`config.mk`:
```
export PLATFORM = sky130hd
export DESIGN_NAME = vme_slave_address_decode
export DESIGN_NICKNAME = d
export VERILOG_FILES = /design/src/core/vme_types_pkg.sv /design/src/core/event_fifo.sv /design/src/core/vme_slave_address_decode.sv
export VERILOG_INCLUDE_DIRS = /design/src /design/src/core
export SDC_FILE = /design/constraint.sdc
export NUM_CORES = 1
export LEC_CHECK = 0
export ABC_AREA = 1
export BUFFER_PORTS_ARGS = -buffer_cell sky130_fd_sc_hd__buf_2
export CAP_MARGIN = 20
export CELL_PAD_IN_SITES_DETAIL_PLACEMENT = 0
export CELL_PAD_IN_SITES_GLOBAL_PLACEMENT = 1
export CORE_ASPECT_RATIO = 1.4
export CORE_MARGIN = 3
export CORE_UTILIZATION = 47
export DETAILED_ROUTE_END_ITERATION = 8
export PLACE_DENSITY = 0.77
export SYNTH_ARGS = -nofsm -noshare
export SYNTH_HDL_FRONTEND = slang
export SYNTH_HIERARCHICAL = 1
export SYNTH_SLANG_ARGS = --single-unit
```
`constraint.sdc`:
```
create_clock -name sys_clk_in -period 6.62 [get_ports sys_clk_in]
set_clock_uncertainty 0.15 [all_clocks]
set_input_delay 1.324 -clock sys_clk_in [delete_from_list [all_inputs] [get_ports sys_clk_in]]
set_output_delay 1.324 -clock sys_clk_in [all_outputs]
set_load 0.01 [all_outputs]
```
`src/core/vme_cfg.svh`:
```
// Purpose: Constants for the backplane slave address decoder.
// Assumes: Included by bare name from the design files.
// Notes:   Address modifier codes, buffer window and storage sizes.
`ifndef VME_CFG_SVH
`define VME_CFG_SVH

`define AM_A24_BLT_SUP   6'h3F
`define AM_A24_SGL_SUP   6'h3D
`define AM_A24_MBLT_SUP  6'h3C
`define AM_A24_BLT_USR   6'h3B
`define AM_A24_SGL_USR   6'h39
`define AM_A24_MBLT_USR  6'h38
`define AM_CSR           6'h2F
`define AM_A32_BLT_SUP   6'h0F
`define AM_A32_SGL_SUP   6'h0D
`define AM_A32_MBLT_SUP  6'h0C
`define AM_A32_BLT_USR   6'h0B
`define AM_A32_SGL_USR   6'h09
`define AM_A32_MBLT_USR  6'h08

`define BUF_OFFSET_LIMIT 16'h1000
`define CHAIN_MID_BYTE   8'h00
`define FIFO_WIDTH       32
`define FIFO_DEPTH       32

`endif

```
`src/core/vme_types_pkg.sv`:
```
// Purpose: Types shared by the backplane slave address decoder.
// Assumes: Nothing.
// Notes:   Cycle kinds and the one-hot controller states.
package vme_types_pkg;

  typedef enum logic [2:0] {
    CYC_NONE, CYC_A24_SGL, CYC_A24_BLT, CYC_A24_MBLT,
    CYC_CSR, CYC_A32_SGL, CYC_A32_BLT, CYC_A32_MBLT
  } cyc_kind_t;

  typedef enum logic [7:0] {
    S_IDLE    = 8'h01,
    S_WAIT_DS = 8'h02,
    S_REG     = 8'h04,
    S_BUF     = 8'h08,
    S_BUF2    = 8'h10,
    S_ACK     = 8'h20,
    S_PASS    = 8'h40,
    S_END     = 8'h80
  } state_t;

endpackage

```
`src/core/event_fifo.sv`:
```
// Purpose: Event word buffer between the converter side and the backplane.
// Assumes: One clock; both sides are logic on that clock.
// Notes:   Full and empty are exact; a full buffer holds off the writer.
`timescale 1ns/100ps
module event_fifo #(
  parameter int WIDTH = 32,
  parameter int DEPTH = 32
) (
  // Clock and reset
  input  wire logic                       clk_in,
  input  wire logic                       rst_in,
  // Fill side
  input  wire logic                       in_valid_in,
  output logic                            in_ready_out,
  input  wire logic [WIDTH-1:0]           in_data_in,
  // Drain side
  output logic                            out_valid_out,
  input  wire logic                       out_ready_in,
  output logic [WIDTH-1:0]                out_data_out,
  output logic [$clog2(DEPTH):0]          count_out
);
  localparam int AW = $clog2(DEPTH);

  logic [WIDTH-1:0] mem [DEPTH];
  logic [AW-1:0]    wr_idx;
  logic [AW-1:0]    rd_idx;
  logic [AW:0]      count;
  logic             push;
  logic             pop;

  assign in_ready_out  = (count != (AW+1)'(DEPTH));
  assign out_valid_out = (count != '0);
  assign out_data_out  = mem[rd_idx];
  assign count_out     = count;
  assign push          = in_valid_in & in_ready_out;
  assign pop           = out_valid_out & out_ready_in;

  always_ff @(posedge clk_in) begin
    if (push) begin
      mem[wr_idx] <= in_data_in;
    end
  end

  always_ff @(posedge clk_in) begin
    if (rst_in) begin
      wr_idx <= '0;
      rd_idx <= '0;
      count  <= '0;
    end else begin
      wr_idx <= push ? AW'(wr_idx + 1'b1) : wr_idx;
      rd_idx <= pop ? AW'(rd_idx + 1'b1) : rd_idx;
      count  <= (AW+1)'(count + {{AW{1'b0}}, push} - {{AW{1'b0}}, pop});
    end
  end
endmodule

```
`src/core/vme_slave_address_decode.sv`:
```
// Purpose: Backplane slave front end: modifier check, base match, beats, interrupter.
// Assumes: Backplane pins are asynchronous and pass a two-flop synchroniser.
// Notes:   Configuration comes from the module's own register bank as plain inputs.
// Function
// - Accept A24 single cycles, both privilege codes.
// - Accept A24 32-bit block transfers, both codes.
// - Accept A24 64-bit block transfers, both codes.
// - Respond to the configuration space modifier.
// - Accept A32 single cycles, both privilege codes.
// - Accept A32 32-bit block transfers, both codes.
// - Accept A32 64-bit block transfers, both codes.
// - Decode both 24-bit and 32-bit addresses.
// - Base address in 64 KB steps.
// - Source bit clear: base from rotary switches.
// - Source bit set: base from programmed registers.
// - High register gives A31-24, low gives A23-16.
// - Slot position used only in chained readout.
// - Buffer readout: single, block, chained, 32/64-bit.
// - Registers readable and writable at D16 or D32.
// - Seven-level interrupter, released by buffer reads.
// - Chain addressing only in A32 space.
// - Block and 64-bit cycles go to the buffer.
`timescale 1ns/100ps
`include "vme_cfg.svh"
module vme_slave_address_decode (
  // Clock and reset
  input  wire logic        sys_clk_in,
  input  wire logic        rst_in,
  // Backplane address, modifier and strobes
  input  wire logic [31:1] vme_a_in,
  output logic      [31:1] vme_a_out,
  output logic             vme_a_oe_n_out,
  input  wire logic        vme_lword_n_in,
  output logic             vme_lword_n_out,
  output logic             vme_lword_oe_n_out,
  input  wire logic [5:0]  vme_am_in,
  input  wire logic        vme_as_n_in,
  input  wire logic        vme_ds0_n_in,
  input  wire logic        vme_ds1_n_in,
  input  wire logic        vme_write_n_in,
  input  wire logic        vme_iack_n_in,
  input  wire logic        vme_iackin_n_in,
  output logic             vme_iackout_n_out,
  // Backplane data and answers
  input  wire logic [31:0] vme_d_in,
  output logic      [31:0] vme_d_out,
  output logic             vme_d_oe_n_out,
  output logic             vme_dtack_n_out,
  output logic             vme_dtack_oe_n_out,
  output logic             vme_berr_n_out,
  output logic             vme_berr_oe_n_out,
  output logic      [7:1]  vme_irq_n_out,
  output logic      [7:1]  vme_irq_oe_n_out,
  // Configuration from the module register bank
  input  wire logic        base_src_sel_in,
  input  wire logic [15:0] rotary_sw_in,
  input  wire logic [7:0]  base_high_in,
  input  wire logic [7:0]  base_low_in,
  input  wire logic [7:0]  chain_addr_in,
  input  wire logic        chain_first_in,
  input  wire logic        chain_last_in,
  input  wire logic [4:0]  slot_position_address_in,
  input  wire logic [2:0]  irq_level_in,
  input  wire logic [7:0]  irq_vector_in,
  input  wire logic [5:0]  event_trigger_in,
  // Register access port
  output logic             reg_req_out,
  output logic             reg_write_out,
  output logic             reg_wide_out,
  output logic      [15:0] reg_offset_out,
  output logic      [31:0] reg_wdata_out,
  input  wire logic        reg_ack_in,
  input  wire logic [31:0] reg_rdata_in,
  // Event words from the converter
  input  wire logic        ev_valid_in,
  output logic             ev_ready_out,
  input  wire logic [31:0] ev_data_in
);
  function automatic vme_types_pkg::cyc_kind_t am_kind(input logic [5:0] am);
    case (am)
      `AM_A24_SGL_SUP, `AM_A24_SGL_USR:   am_kind = vme_types_pkg::CYC_A24_SGL;
      `AM_A24_BLT_SUP, `AM_A24_BLT_USR:   am_kind = vme_types_pkg::CYC_A24_BLT;
      `AM_A24_MBLT_SUP, `AM_A24_MBLT_USR: am_kind = vme_types_pkg::CYC_A24_MBLT;
      `AM_CSR:                            am_kind = vme_types_pkg::CYC_CSR;
      `AM_A32_SGL_SUP, `AM_A32_SGL_USR:   am_kind = vme_types_pkg::CYC_A32_SGL;
      `AM_A32_BLT_SUP, `AM_A32_BLT_USR:   am_kind = vme_types_pkg::CYC_A32_BLT;
      `AM_A32_MBLT_SUP, `AM_A32_MBLT_USR: am_kind = vme_types_pkg::CYC_A32_MBLT;
      default:                            am_kind = vme_types_pkg::CYC_NONE;
    endcase
  endfunction

  // Chained readout words carry the slot in their top five bits.
  function automatic logic [31:0] tag_word(input logic chained, input logic [31:0] w);
    tag_word = chained ? {slot_position_address_in, w[26:0]} : w;
  endfunction

  logic [75:0] pin_raw;
  logic [75:0] pin_s1;
  logic [75:0] pin_s2;
  logic [31:1] a_s;
  logic [5:0]  am_s;
  logic [31:0] d_s;
  logic        lword_n_s, as_n_s, ds0_n_s, ds1_n_s, write_n_s, iack_n_s, iackin_n_s;

  vme_types_pkg::state_t    state;
  vme_types_pkg::state_t    next_state;
  vme_types_pkg::cyc_kind_t kind;

  logic [15:0] base_addr;
  logic        a24_kind, block_kind, mblt_kind, base_hit, offset_is_buf, base_ok;
  logic        chain_match, mcst_hit, cblt_hit, chain_hit, to_reg, to_buf;
  logic        ds_both, ds_none, trigger, beat_ok, mblt_sel, irq_mine, pop, in_ack;
  logic        claim_block, claim_mblt, claim_chain, claim_read, berr_flag, irq_active;
  logic        fifo_valid;
  logic [31:0] fifo_data;
  logic [5:0]  fifo_count;

  // Address, modifier and strobes pass two flops before any decode looks at them.
  assign pin_raw = {vme_a_in, vme_lword_n_in, vme_am_in, vme_as_n_in, vme_ds0_n_in,
                    vme_ds1_n_in, vme_write_n_in, vme_iack_n_in, vme_iackin_n_in, vme_d_in};
  always_ff @(posedge sys_clk_in) begin
    pin_s1 <= rst_in ? {76{1'b1}} : pin_raw;
    pin_s2 <= rst_in ? {76{1'b1}} : pin_s1;
  end
  assign a_s        = pin_s2[75:45];
  assign lword_n_s  = pin_s2[44];
  assign am_s       = pin_s2[43:38];
  assign as_n_s     = pin_s2[37];
  assign ds0_n_s    = pin_s2[36];
  assign ds1_n_s    = pin_s2[35];
  assign write_n_s  = pin_s2[34];
  assign iack_n_s   = pin_s2[33];
  assign iackin_n_s = pin_s2[32];
  assign d_s        = pin_s2[31:0];

  assign kind       = am_kind(am_s);
  assign base_addr  = base_src_sel_in ? {base_high_in, base_low_in} : rotary_sw_in;
  assign a24_kind   = (kind == vme_types_pkg::CYC_A24_SGL) | (kind == vme_types_pkg::CYC_A24_BLT)
                    | (kind == vme_types_pkg::CYC_A24_MBLT) | (kind == vme_types_pkg::CYC_CSR);
  assign mblt_kind  = (kind == vme_types_pkg::CYC_A24_MBLT) | (kind == vme_types_pkg::CYC_A32_MBLT);
  assign block_kind = mblt_kind | (kind == vme_types_pkg::CYC_A24_BLT)
                    | (kind == vme_types_pkg::CYC_A32_BLT);
  // Only whole 64 KB windows are compared; the low half is the offset.
  assign base_hit   = a24_kind ? (a_s[23:16] == base_addr[7:0])
                    : (kind != vme_types_pkg::CYC_NONE) & (a_s[31:16] == base_addr);
  assign offset_is_buf = {a_s[15:1], 1'b0} < `BUF_OFFSET_LIMIT;
  // The buffer is read only, and block cycles never reach the registers.
  assign base_ok    = base_hit & (block_kind ? (offset_is_buf & write_n_s)
                                             : !(offset_is_buf & !write_n_s));

  assign chain_match = (chain_first_in | chain_last_in) & (a_s[31:24] == chain_addr_in)
                     & (a_s[23:16] == `CHAIN_MID_BYTE);
  assign mcst_hit   = chain_match & (kind == vme_types_pkg::CYC_A32_SGL) & !write_n_s;
  assign cblt_hit   = chain_match & write_n_s & (chain_first_in | !iackin_n_s)
                    & ((kind == vme_types_pkg::CYC_A32_BLT)
                    | (kind == vme_types_pkg::CYC_A32_MBLT));
  assign chain_hit  = mcst_hit | cblt_hit;
  assign to_reg     = mcst_hit | (!chain_hit & base_ok & !offset_is_buf);
  assign to_buf     = cblt_hit | (!chain_hit & base_ok & offset_is_buf);

  assign ds_both    = !ds0_n_s & !ds1_n_s;
  assign ds_none    = ds0_n_s & ds1_n_s;
  assign trigger    = !as_n_s & ds_both;
  assign mblt_sel   = (state == vme_types_pkg::S_IDLE) ? mblt_kind : claim_mblt;
  // D16 uses LWORD high; D32 needs LWORD low on an aligned word; MBLT needs LWORD low.
  assign beat_ok    = mblt_sel ? !lword_n_s : (lword_n_s | !a_s[1]);
  assign irq_mine   = irq_active & (a_s[3:1] == irq_level_in);
  assign pop        = fifo_valid & ((state == vme_types_pkg::S_BUF)
                    | (state == vme_types_pkg::S_BUF2));
  assign in_ack     = (state == vme_types_pkg::S_ACK);

  always_comb begin
    next_state = state;
    case (state)
      vme_types_pkg::S_IDLE: begin
        if (trigger && !iack_n_s) begin
          if (!iackin_n_s) begin
            next_state = irq_mine ? vme_types_pkg::S_ACK : vme_types_pkg::S_PASS;
          end
        end else if (trigger) begin
          if (beat_ok && to_reg) begin
            next_state = vme_types_pkg::S_REG;
          end else if (beat_ok && to_buf) begin
            next_state = vme_types_pkg::S_BUF;
          end else begin
            next_state = vme_types_pkg::S_END;
          end
        end
      end
      vme_types_pkg::S_WAIT_DS: begin
        if (as_n_s) begin
          next_state = vme_types_pkg::S_IDLE;
        end else if (ds_both && beat_ok) begin
          next_state = vme_types_pkg::S_BUF;
        end
      end
      vme_types_pkg::S_REG: begin
        if (reg_ack_in) begin
          next_state = vme_types_pkg::S_ACK;
        end
      end
      vme_types_pkg::S_BUF: begin
        if (fifo_valid) begin
          next_state = claim_mblt ? vme_types_pkg::S_BUF2 : vme_types_pkg::S_ACK;
        end else if (claim_chain && !chain_last_in) begin
          next_state = vme_types_pkg::S_PASS;
        end else begin
          next_state = vme_types_pkg::S_ACK;
        end
      end
      vme_types_pkg::S_BUF2: next_state = vme_types_pkg::S_ACK;
      vme_types_pkg::S_ACK: begin
        if (ds_none) begin
          next_state = (claim_block && !berr_flag && !as_n_s) ? vme_types_pkg::S_WAIT_DS
                                                              : vme_types_pkg::S_END;
        end
      end
      vme_types_pkg::S_PASS, vme_types_pkg::S_END: begin
        if (as_n_s) begin
          next_state = vme_types_pkg::S_IDLE;
        end
      end
      default: next_state = vme_types_pkg::S_IDLE;
    endcase
  end

  always_ff @(posedge sys_clk_in) begin
    state <= rst_in ? vme_types_pkg::S_IDLE : next_state;
  end

  // Cycle attributes are frozen when the address phase is claimed.
  always_ff @(posedge sys_clk_in) begin
    if (rst_in) begin
      claim_block <= 1'b0;
      claim_mblt  <= 1'b0;
      claim_chain <= 1'b0;
      claim_read  <= 1'b0;
    end else if (state == vme_types_pkg::S_IDLE && trigger) begin
      claim_block <= block_kind;
      claim_mblt  <= mblt_kind;
      claim_chain <= chain_hit;
      claim_read  <= write_n_s | !iack_n_s;
    end
  end

  always_ff @(posedge sys_clk_in) begin
    if (rst_in) begin
      berr_flag <= 1'b0;
    end else if (state == vme_types_pkg::S_BUF || state == vme_types_pkg::S_BUF2) begin
      berr_flag <= !fifo_valid;
    end else if (state == vme_types_pkg::S_IDLE || state == vme_types_pkg::S_WAIT_DS) begin
      berr_flag <= 1'b0;
    end
  end

  always_ff @(posedge sys_clk_in) begin
    if (rst_in) begin
      vme_d_out <= 32'h0000_0000;
    end else if (state == vme_types_pkg::S_IDLE && trigger && !iack_n_s) begin
      vme_d_out <= {24'h00_0000, irq_vector_in};
    end else if (state == vme_types_pkg::S_REG && reg_ack_in) begin
      vme_d_out <= reg_rdata_in;
    end else if (pop && (state == vme_types_pkg::S_BUF2 || !claim_mblt)) begin
      vme_d_out <= tag_word(claim_chain, fifo_data);
    end
  end

  // The first word of a 64-bit beat rides on the address lines and LWORD.
  always_ff @(posedge sys_clk_in) begin
    if (rst_in) begin
      {vme_a_out, vme_lword_n_out} <= 32'h0000_0000;
    end else if (pop && state == vme_types_pkg::S_BUF && claim_mblt) begin
      {vme_a_out, vme_lword_n_out} <= tag_word(claim_chain, fifo_data);
    end
  end

  always_ff @(posedge sys_clk_in) begin
    if (rst_in) begin
      reg_req_out    <= 1'b0;
      reg_write_out  <= 1'b0;
      reg_wide_out   <= 1'b0;
      reg_offset_out <= 16'h0000;
      reg_wdata_out  <= 32'h0000_0000;
    end else begin
      reg_req_out <= (state == vme_types_pkg::S_IDLE) && (next_state == vme_types_pkg::S_REG);
      if (state == vme_types_pkg::S_IDLE && next_state == vme_types_pkg::S_REG) begin
        reg_write_out  <= !write_n_s;
        reg_wide_out   <= !lword_n_s;
        reg_offset_out <= {a_s[15:1], 1'b0};
        reg_wdata_out  <= d_s;
      end
    end
  end

  // The request follows the stored event count, so a buffer read withdraws it.
  always_ff @(posedge sys_clk_in) begin
    if (rst_in) begin
      irq_active       <= 1'b0;
      vme_irq_oe_n_out <= 7'h7F;
    end else begin
      irq_active       <= (event_trigger_in != 6'h00) && (irq_level_in != 3'h0)
                          && (fifo_count >= event_trigger_in);
      vme_irq_oe_n_out <= irq_active ? ~7'(7'h01 << (irq_level_in - 3'h1)) : 7'h7F;
    end
  end

  assign vme_irq_n_out      = 7'h00;
  assign vme_dtack_n_out    = 1'b0;
  assign vme_berr_n_out     = 1'b0;
  assign vme_dtack_oe_n_out = !(in_ack && !berr_flag);
  assign vme_berr_oe_n_out  = !(in_ack && berr_flag);
  assign vme_d_oe_n_out     = !(in_ack && claim_read && !berr_flag);
  assign vme_a_oe_n_out     = !(in_ack && claim_read && claim_mblt && !berr_flag);
  assign vme_lword_oe_n_out = vme_a_oe_n_out;
  assign vme_iackout_n_out  = !(state == vme_types_pkg::S_PASS);

  event_fifo #(
    .WIDTH (`FIFO_WIDTH),
    .DEPTH (`FIFO_DEPTH)
  ) u_fifo (
    .clk_in        (sys_clk_in),
    .rst_in        (rst_in),
    .in_valid_in   (ev_valid_in),
    .in_ready_out  (ev_ready_out),
    .in_data_in    (ev_data_in),
    .out_valid_out (fifo_valid),
    .out_ready_in  (pop),
    .out_data_out  (fifo_data),
    .count_out     (fifo_count)
  );
endmodule

```
# Word level (Yosys, flattened, before mapping)
# Memories as Yosys holds them, arrays and structs flattened. A register that Yosys moved wholly into a read port is not among the register bits.
# Cells that the tools add are included.
# W data, S select, Z words.
# op_classes
addsub	5
magnitude_cmp	2
n_eq_ne	21
n_shift	1
muxes	32
bitwise	38
reduce_logical	56
# op_table
op	n
$mux W32	3
$mux W8	12
$pmux W8 S7	1
$logic_and A1 B1 Y1	22
$and A1 B1 Y1	21
$mux W7	3
$logic_not A1 Y1	20
$eq A16 B16 Y1	1
$eq A8 B3 Y1 const B	2
$eq A8 B8 Y1	2
$lt A16 B13 Y1 const B	1
$mux W16	1
$or A1 B1 Y1	15
$eq A3 B3 Y1 const B	4
$mux W6	2
$reduce_bool A6 Y1	2
$add A5 B1 Y5 const B	2
$mux W5	2
$reduce_bool A3 Y1	3
$eq A8 B1 Y1 const B	1
$eq A8 B2 Y1 const B	1
$eq A8 B4 Y1 const B	1
$eq A8 B5 Y1 const B	1
$eq A8 B6 Y1 const B	1
other kinds (18)	31
# totals
regBits	303
ram_bits	1024
mem_bits_ro	192
in_bits	209
out_inout_bits	138
wordCells	179
n_memories	2
# mem_list
memory	depth	word_bits	read_ports	rd_clocked_by_memory_dff	wr	line	source
u_fifo.mem	32	32	1	1	1	event_fifo.sv:24	logic [WIDTH-1:0] mem [DEPTH];
(name not given)	64	3	1	1	0	vme_slave_address_decode.sv:80	case (am)

# Longest topological paths before layout
# Gate-level depths: netlist (run 1).
# logic_depth
depth_word	19
depth_mapped	17
mapped_depth_nobuf	17

# Modules after synthesis
# Netlist (run 1), hierarchy kept.
# modules_own_cells
mod	instances	cells_each	area_each_um2	seq_area_each_um2
event_fifo	1	3621	42708.5	31169.9
vme_slave_address_decode	1	1295	10794.1	5685.5

# Worst setup path after synthesis (run 1)
# No wires, ideal clock.
# synth_timing
path_type	input to register
startpoint	in ev_valid_in
endpoint	mem u_fifo.mem[0][0] (enable)
t_arrival_ns	3.147
required_time_ns	6.049
path_slack_ns	2.902
stages	4
cell_sequence	nand2_1 -> inv_1 -> nand2_1 -> nor2_1
# synth_via
elab_chain_len	3
# synth_rtl
item	line	source
start, declared	vme_slave_address_decode.sv:75	input wire logic ev_valid_in,
$and A1 B1 Y1	event_fifo.sv:35	assign push = in_valid_in & in_ready_out;
$mux W1	event_fifo.sv:39	if (push) begin
$mux W1 (not written as such)	event_fifo.sv:40	mem[wr_idx] <= in_data_in;
end, declared	event_fifo.sv:24	
# Every way passes these cells.

==> summary.md, run 1 <==
| Metric | Value |
|---|---|
| Fmax | 0.2427 GHz |
| Routed Antenna Nets | 0 |
| # Post-CTS Setup Buffers | 0 |
| Routability congestion estimate | 0.8533 |
| Initial antenna violation count | 19 |
| NumNets Final | 5386 |
| First-pass DRT Iterations | 6 |
| Register area share after synthesis | 68.89% |
| Post-place instance area | 0.05597 mm² |
| Setup slack after layout | 2500 ps |
| Async set-or-reset flop fraction in the synthesized netlist | 0% |
| Gr ovfl total | 0 |
| Final HPWL DP | 91610 µm |
| Post-CTS sizing | 0 |
| Main synth FF type | edfxtp_1 |
| CP peak stage delay | 930 ps |
| Std-Cell Rows | 145 |
| Final min period | 4120 ps |
| Slowest CP cell | buf_4 |
| Pleak | 0.02293 µW |
| Die H | 405.2 µm |
| Area of the core | 0.1123 mm² |
| Htree depth | 3 |
| Hold depth | 1 |
| Crit-path cells | buf_4, buf_4, nand2_1, nand3_1, nand3_1, nand2_1, nand2_1, nand2_1, nand2_1, nand2_1, inv_1, nand2_1, o21ai_0, o21ai_1 |
| Post-synthesis cell type count | 52 |
| Combinational power share | 4.7% |
| Fin area | 0.05995 mm² |
| Setup WS pre-CTS | 1694 ps |
| Synth top area share | 57.47% |
| Synth warn | 6 |
| Largest net degree at the start of global routing | 266 |
| Filler-free cell count of the finished design | 6732 |
| CTS Buffer Depth | 3 |
| Commonest non-fill, non-tap cells in the layout | nand2_1, edfxtp_1, nand3_1, buf_2, dfxtp_1 |
| Hold Crit Endpoint | pin_s2[71] |
| Commonest non-fill, non-tap cell in the layout | nand2_1 |
| Total track usage | 25.48% |
| Synth area leader | edfxtp_1 |
| Layout cells sized above 1 | 15.52% |
| Dominant cells by area after synthesis | edfxtp_1, nand2_1, dfxtp_1 |
| Clock sink count | 1329 |
| Sequential share of power | 54.4% |
| Hold buffers post-CTS | 0 |
| Max-Cap Viols | 0 |
| Fin. max-slew vios | 0 |
| Via density | 5.454 |
| Starting Density | 47.64% |
| R2R cell count | 14 |
| Worst-margin pin slew | 1331 ps |
| RSZ-0062 raised after global routing | no |
| Most frequent CP cell | nand2_1 |
| First-pass GRT wire length | 226200 µm |
| Switching Power | 3674 µW |
| IO buf count | 336 |
| Worst-path clk slew | 70 ps |
| Post-Route WL | 153400 µm |
| P_int | 13180 µW |
| Fin crit share | 62.24% |
| Post-route setup TNS | 0 ps |
| Clk root buf | clkbuf_16 |
| Hold Fails Final Rpt | 0 |
| Worst Hold Class | register to register |
| Clk Latency, worst-skew pair | 740 ps |
| P per Cell Area | 281.1 mW/mm² |
| Clock share of power | 40.9% |
| FF-to-FF setup slack | 2500 ps |
| Status | finished, final reports clean |
| Vias in the first global route | 34610 |
| EDFF count, synth | 1024 |
| DIE WIDTH | 291.2 µm |
| Critical Path Start Type | register |
| Synthesized area | 0.05350 mm² |
| Area Overhead vs Synth | 12.05% |
| Data required time of the worst path | 7130 ps |
| Reg-to-reg critical path endpoint | vme_d_out[3] |
| Peak supply drop | 224.4 µV |
| Remaining DRCs | 0 |
| Final setup violating endpoints | 0 |
| Core Util, Final | 53.38% |
| Crit-path max FO | 96 |
| Synth Area per Inst | 10.88 µm² |
| Ports | 347 |
| WS Path Type | register to register |
| Drt wl/cell | 22.79 µm |
| Routed vias | 36720 |
| Synthesized instance count | 4916 |
| # placed instances | 6498 |
| DRT iter0 DRCs | 3237 |
| Crit path capture type | register |
| DIE AREA | 0.1180 mm² |
| Net Sw Frac | 21.80% |
| HP Start | pin_s1[71] |
| Critical Path AT | 4630 ps |
| CTS tree | yes |
| Total CTS buffers | 121 |
| Crit path max-delay family | buffers and inverters |
| #FFs+latches synth | 1329 |
| WP buf/inv | 3 |
| Slew margin rel. | 11.29% |
-- per-stage QoR --
stage / power, µW / hold WS [ps]
finish: 16850 / 245.9
global route: 17400 / 256.7
CTS: 17000 / 250.2
detailed placement: 10150 / 242.3
global placement: 10130 / 241.7
floorplan: 9734 / 239.5
-- cell families after synthesis --
group,Yosys count,synth area share (%)
flip-flops,1329,68.89
AND/OR/NAND/NOR,2928,23.68
multiplexers,5,0.1052
XOR/XNOR,7,0.1146
AO/OA/AOI/OAI,220,2.322
buffers and inverters,402,4.312
other,1,0.007009
adder cells (fa/ha/maj),24,0.5753
-- how the worst max path moves through the flow --
stage | endpoint | slack [ps] | depth (start not counted)
floorplan | u_fifo/mem[0][0] | 2900 | 4
global placement | reg_wdata_out[25] | 1750 | 16
detailed placement | reg_wdata_out[28] | 1690 | 16
CTS | reg_wdata_out[19] | 2500 | 16
global route | vme_d_out[28] | 2230 | 13
finish | vme_d_out[3] | 2500 | 14
-- worst reg2reg max path, cell delays in order, from the launching register on --
cell and delay [ps]:
dfxtp_4 700, buf_4 960, buf_4 840, nand2_1 170, nand3_1 120, nand3_1 80, nand2_1 90, nand2_1 50
nand2_1 70, nand2_1 50, nand2_1 280, inv_1 100, nand2_1 80, o21ai_0 160, o21ai_1 160
-- area by class of cell --
| cell class | count | area, µm² |
|---|---|---|
| Clock buffer | 147 | 3248 |
| Sequential cell | 1329 | 36870 |
| Tap cell | 1470 | 1839 |
| Antenna cell | 11 | 27.53 |
| Inverter | 103 | 412.9 |
| Fill cell | 9701 | 52350 |
| Clock inverter | 74 | 653.1 |
| Multi-Input combinational cell | 3194 | 14620 |
| Timing Repair Buffer | 404 | 2281 |
-- cells in the mapped netlist (2+ instances only) --
master / count
a21oi_1: 78
a21oi_2: 10
a22o_1: 3
a31oi_1: 26
a41oi_1: 6
buf_1: 24
buf_12: 2
buf_2: 99
buf_4: 49
buf_6: 57
buf_8: 2
clkbuf_1: 66
dfxtp_1: 305
edfxtp_1: 1024
ha_1: 23
inv_1: 96
inv_2: 5
mux2_2: 5
nand2_1: 1648
nand2_2: 4
nand3_1: 855
nand3b_1: 4
nand4_1: 8
nor2_1: 192
nor2_2: 2
nor3_1: 46
nor3_2: 9
nor3b_1: 2
nor4_1: 5
o211ai_1: 4
o21a_1: 5
o21ai_0: 75
o21ai_1: 7
or2_2: 147
xnor2_1: 6
-- power groups by stage --
stage          clock network, µW  registers [µW]  logic (µW)
3_5_place_dp                   0            9350         796
5_1_grt                     7340            9180         882
2_1_floorplan                  0            9340         390
4_1_cts                     7030            9170         801
6_report                    6880            9170         797
3_3_place_gp                   0            9350         786
-- layer usage --
| layer | part of all wire (%) | global-route usage [%] |
|---|---|---|
| met1 | 39 | 32.16 |
| met2 | 50 | 44.14 |
| met3 | 6.1 | 3.446 |
| met4 | 4.3 | 10.80 |
| met5 | 0.016 | 0 |
-- sequential cells by signal (all words and copies together), names as in the netlist, 3 cells and up, named ones only --
signal            flops
state                 8
vme_irq_oe_n_out      7
vme_d_out            32
u_fifo/mem         1024
u_fifo/rd_idx         5
reg_wdata_out        32
u_fifo/count_out      6
kind                  3
u_fifo/wr_idx         5
pin_s1               76
reg_offset_out       15
pin_s2               70
vme_a_out            31
Note: power is estimated with default switching activity, not from simulation.
==> run 2, diff against run 1 <==
- clock period: 6.62 -> 3.8 ns (I/O delays scaled with it)
==> summary.md, run 2 (synthesis results as in run 1) <==
| Metric | Value |
|---|---|
| Status | finished, final reports clean |
| Setup WS pre-CTS | 511.3 ps (-1182 ps) |
| DRT iter0 DRCs | 3188 (-1.5%) |
| Worst-margin pin slew | 1086 ps (-244.2 ps) |
| Total CTS buffers | 130 (+7.4%) |
| Largest net degree at the start of global routing | 151 (-43%) |
| CTS Buffer Depth | 3 (unchanged) |
| CTS tree | yes |
| Slowest CP cell | fa_1 |
| Critical R2R Launch | state[6] |
| Met2 usage | 43.58% (-0.56 points) |
| Worst Hold Class | primary input to register |
| Fin. max-slew vios | 0 (unchanged) |
| IO buf count | 336 (unchanged) |
| # Post-CTS Setup Buffers | 0 (unchanged) |
| Gr ovfl total | 0 (unchanged) |
| Met1 Resource Use GR | 33.18% (+1.0 points) |
| CP peak stage delay | 430 ps (-500 ps) |
| Total track usage | 25.98% (+0.50 points) |
| Crit-path max FO | 9 (-91%) |
| Area of the core | 0.1123 mm² (unchanged) |
| Routed vias | 37280 (+1.5%) |
| Die H | 405.2 µm (unchanged) |
| Post-CTS sizing | 0 (unchanged) |
| Crit. Startpoint | state[6] |
| Commonest non-fill, non-tap cell in the layout | nand2_1 |
| Clk Latency, worst-skew pair | 740 ps (about the same) |
| Regs by FF count | u_fifo/mem (1024), pin_s1 (76), pin_s2 (70) |
| Met3 usage | 3.649% (+0.20 points) |
| Switching Power | 6520 µW (+77%) |
| Min Hold Slack | 58.75 ps (-187.2 ps) |
| P_int | 23400 µW (+78%) |
| Drt wl/cell | 22.92 µm (+0.54%) |
| Reg with most FFs | u_fifo/mem |
| Final min period | 3333 ps (-787.3 ps) |
| Fmax | 0.3000 GHz (+24%) |
| Final HPWL DP | 92820 µm (+1.3%) |
| Post-Route WL | 156200 µm (+1.8%) |
| FF-to-FF setup slack | 470 ps (-2030 ps) |
| Htree depth | 4 (+1) |
| Max reg flops | 1024 (unchanged) |
| First-pass GRT wire length | 230200 µm (+1.8%) |
| Data required time of the worst path | 4320 ps (-2810 ps) |
| Ports | 347 (unchanged) |
| Overall Power | 29920 µW (+78%) |
| Via density | 5.469 (+0.28%) |
| Fin area | 0.06144 mm² (+2.5%) |
| R2R cell count | 15 (+1) |
| Hold Fails Final Rpt | 0 (unchanged) |
| Clock share of power | 41.7% (+0.8 points) |
| Clock sink count | 1329 (unchanged) |
| First-pass DRT Iterations | 6 (unchanged) |
| Vias in the first global route | 35000 (+1.1%) |
| Remaining DRCs | 0 (unchanged) |
| Setup slack after layout | 466.9 ps (-2033 ps) |
| Final setup violating endpoints | 0 (unchanged) |
| Initial antenna violation count | 11 (-8) |
| Area Overhead vs Synth | 14.83% |
| Max-Cap Viols | 0 (unchanged) |
| P per Cell Area | 486.9 mW/mm² (+73%) |
| Pleak | 0.02356 µW (+2.8%) |
| DIE AREA | 0.1180 mm² (unchanged) |
| Critical path endpoint | u_fifo/count_out[4] |
| Commonest non-fill, non-tap cells in the layout | nand2_1, edfxtp_1, nand3_1, buf_2, dfxtp_1 |
| Gr busiest metal | met2 |
| Routed Antenna Nets | 0 (unchanged) |
| WS Path Type | register to register |
| Starting Density | 47.64% (unchanged) |
| Reg-to-reg critical path endpoint | u_fifo/count_out[4] |
| Routability congestion estimate | 0.8493 (-0.47%) |
| Std-Cell Rows | 145 (unchanged) |
| Slew margin rel. | 27.49% (+16 points) |
| Peak supply drop | 445.8 µV (+99%) |
| Sequential share of power | 53.4% (-1.0 points) |
| Fin crit share | 87.71% (+25 points) |
| Combinational power share | 4.8% (about the same) |
| Post-place instance area | 0.05684 mm² (+1.5%) |
| Crit-path cells | nor2_2, nand2_2, nor4_2, nor2_1, nor2_1, nand2_1, clkinv_1, ha_1, inv_1, ha_1, inv_1, fa_1, o31ai_1, o21ai_0, a21oi_1 |
| DIE WIDTH | 291.2 µm (unchanged) |
| Layout cells sized above 1 | 15.97% (+0.45 points) |
| Critical Path Start Type | register |
| Post-route setup TNS | 0 ps (unchanged) |
| Clk root buf | clkbuf_16 |
| RSZ-0062 raised after global routing | no |
| NumNets Final | 5478 (+1.7%) |
| Crit path capture type | register |
| Critical Path AT | 3860 ps (-770 ps) |
| Worst-path clk slew | 60 ps (about the same) |
| Net Sw Frac | 21.79% (about the same) |
[run 2: cell count changes in the layout (fill, tap and decap cells not counted), sizes merged]
| cell | change |
|---|---|
| clkinv | -10 |
| dlygate4sd3 | +47 |
| buf | +36 |
| clkbuf | +23 |
| bufinv | -3 |
| diode | -5 |
| inv | +3 |
| clkinvlp | -7 |
[run 2: timing repair]
item                                   CTS  global route
hold buffers                            47             0
setup endpoints to repair                0             0
endpoints found under the hold margin   47             0
[run 2: cell type report]
class                   count  area [µm²]
clock buffers             170        3570
diodes                      6       15.01
clock inverters            57       511.7
multi-input cells        3194       14620
repair buffers            487        3597
fillers                  9636       50870
well taps                1470        1839
inverters                 103       412.9
flip-flops and latches   1329       36870
[run 2: stage by stage]
step | cells | util [%]
finish | 6816 | 54.71
global route | 6814 | 54.70
CTS | 6809 | 54.67
detailed placement | 6535 | 50.61
global placement | 6535 | 50.61
floorplan | 4925 | -
[run 2: power by group through the flow]
stage,logic (µW),registers [µW],clock network (µW)
after floorplan,680,16300,0
after global placement,1400,16300,0
after detailed placement,1410,16300,0
after CTS,1460,16000,12700
after global routing,1600,16000,13300
final,1450,16000,12500
[run 2: how the worst min path moves through the flow]
stage                     slack (ps)  depth (start not counted)          to    startpoint
after global routing              20                          2  pin_s1[58]  vme_a_in[14]
after detailed placement         240                          1  pin_s2[47]    pin_s1[47]
after global placement           240                          1  pin_s2[32]    pin_s1[32]
after CTS                        0.3                          2   pin_s1[2]   vme_d_in[2]
after floorplan                  240                          1   pin_s2[0]     pin_s1[0]
final                             60                          2  pin_s1[73]  vme_a_in[29]
[run 2: metal layers]
layer / vias to the layer above / routed length [µm]
li1: 17460 / -
met1: 18120 / 62390
met2: 1381 / 76480
met3: 322 / 9182
met4: 4 / 8112
met5: - / 34
[run 2: worst max-delay path, delay by kind of cell (launching register included)]
| family | cells | cell delay [ps] |
|---|---|---|
| AO/OA/AOI/OAI | 3 | 570 |
| adder cells (fa/ha/maj) | 3 | 870 |
| flip-flops | 1 | 340 |
| buffers and inverters | 3 | 300 |
| AND/OR/NAND/NOR | 6 | 1030 |
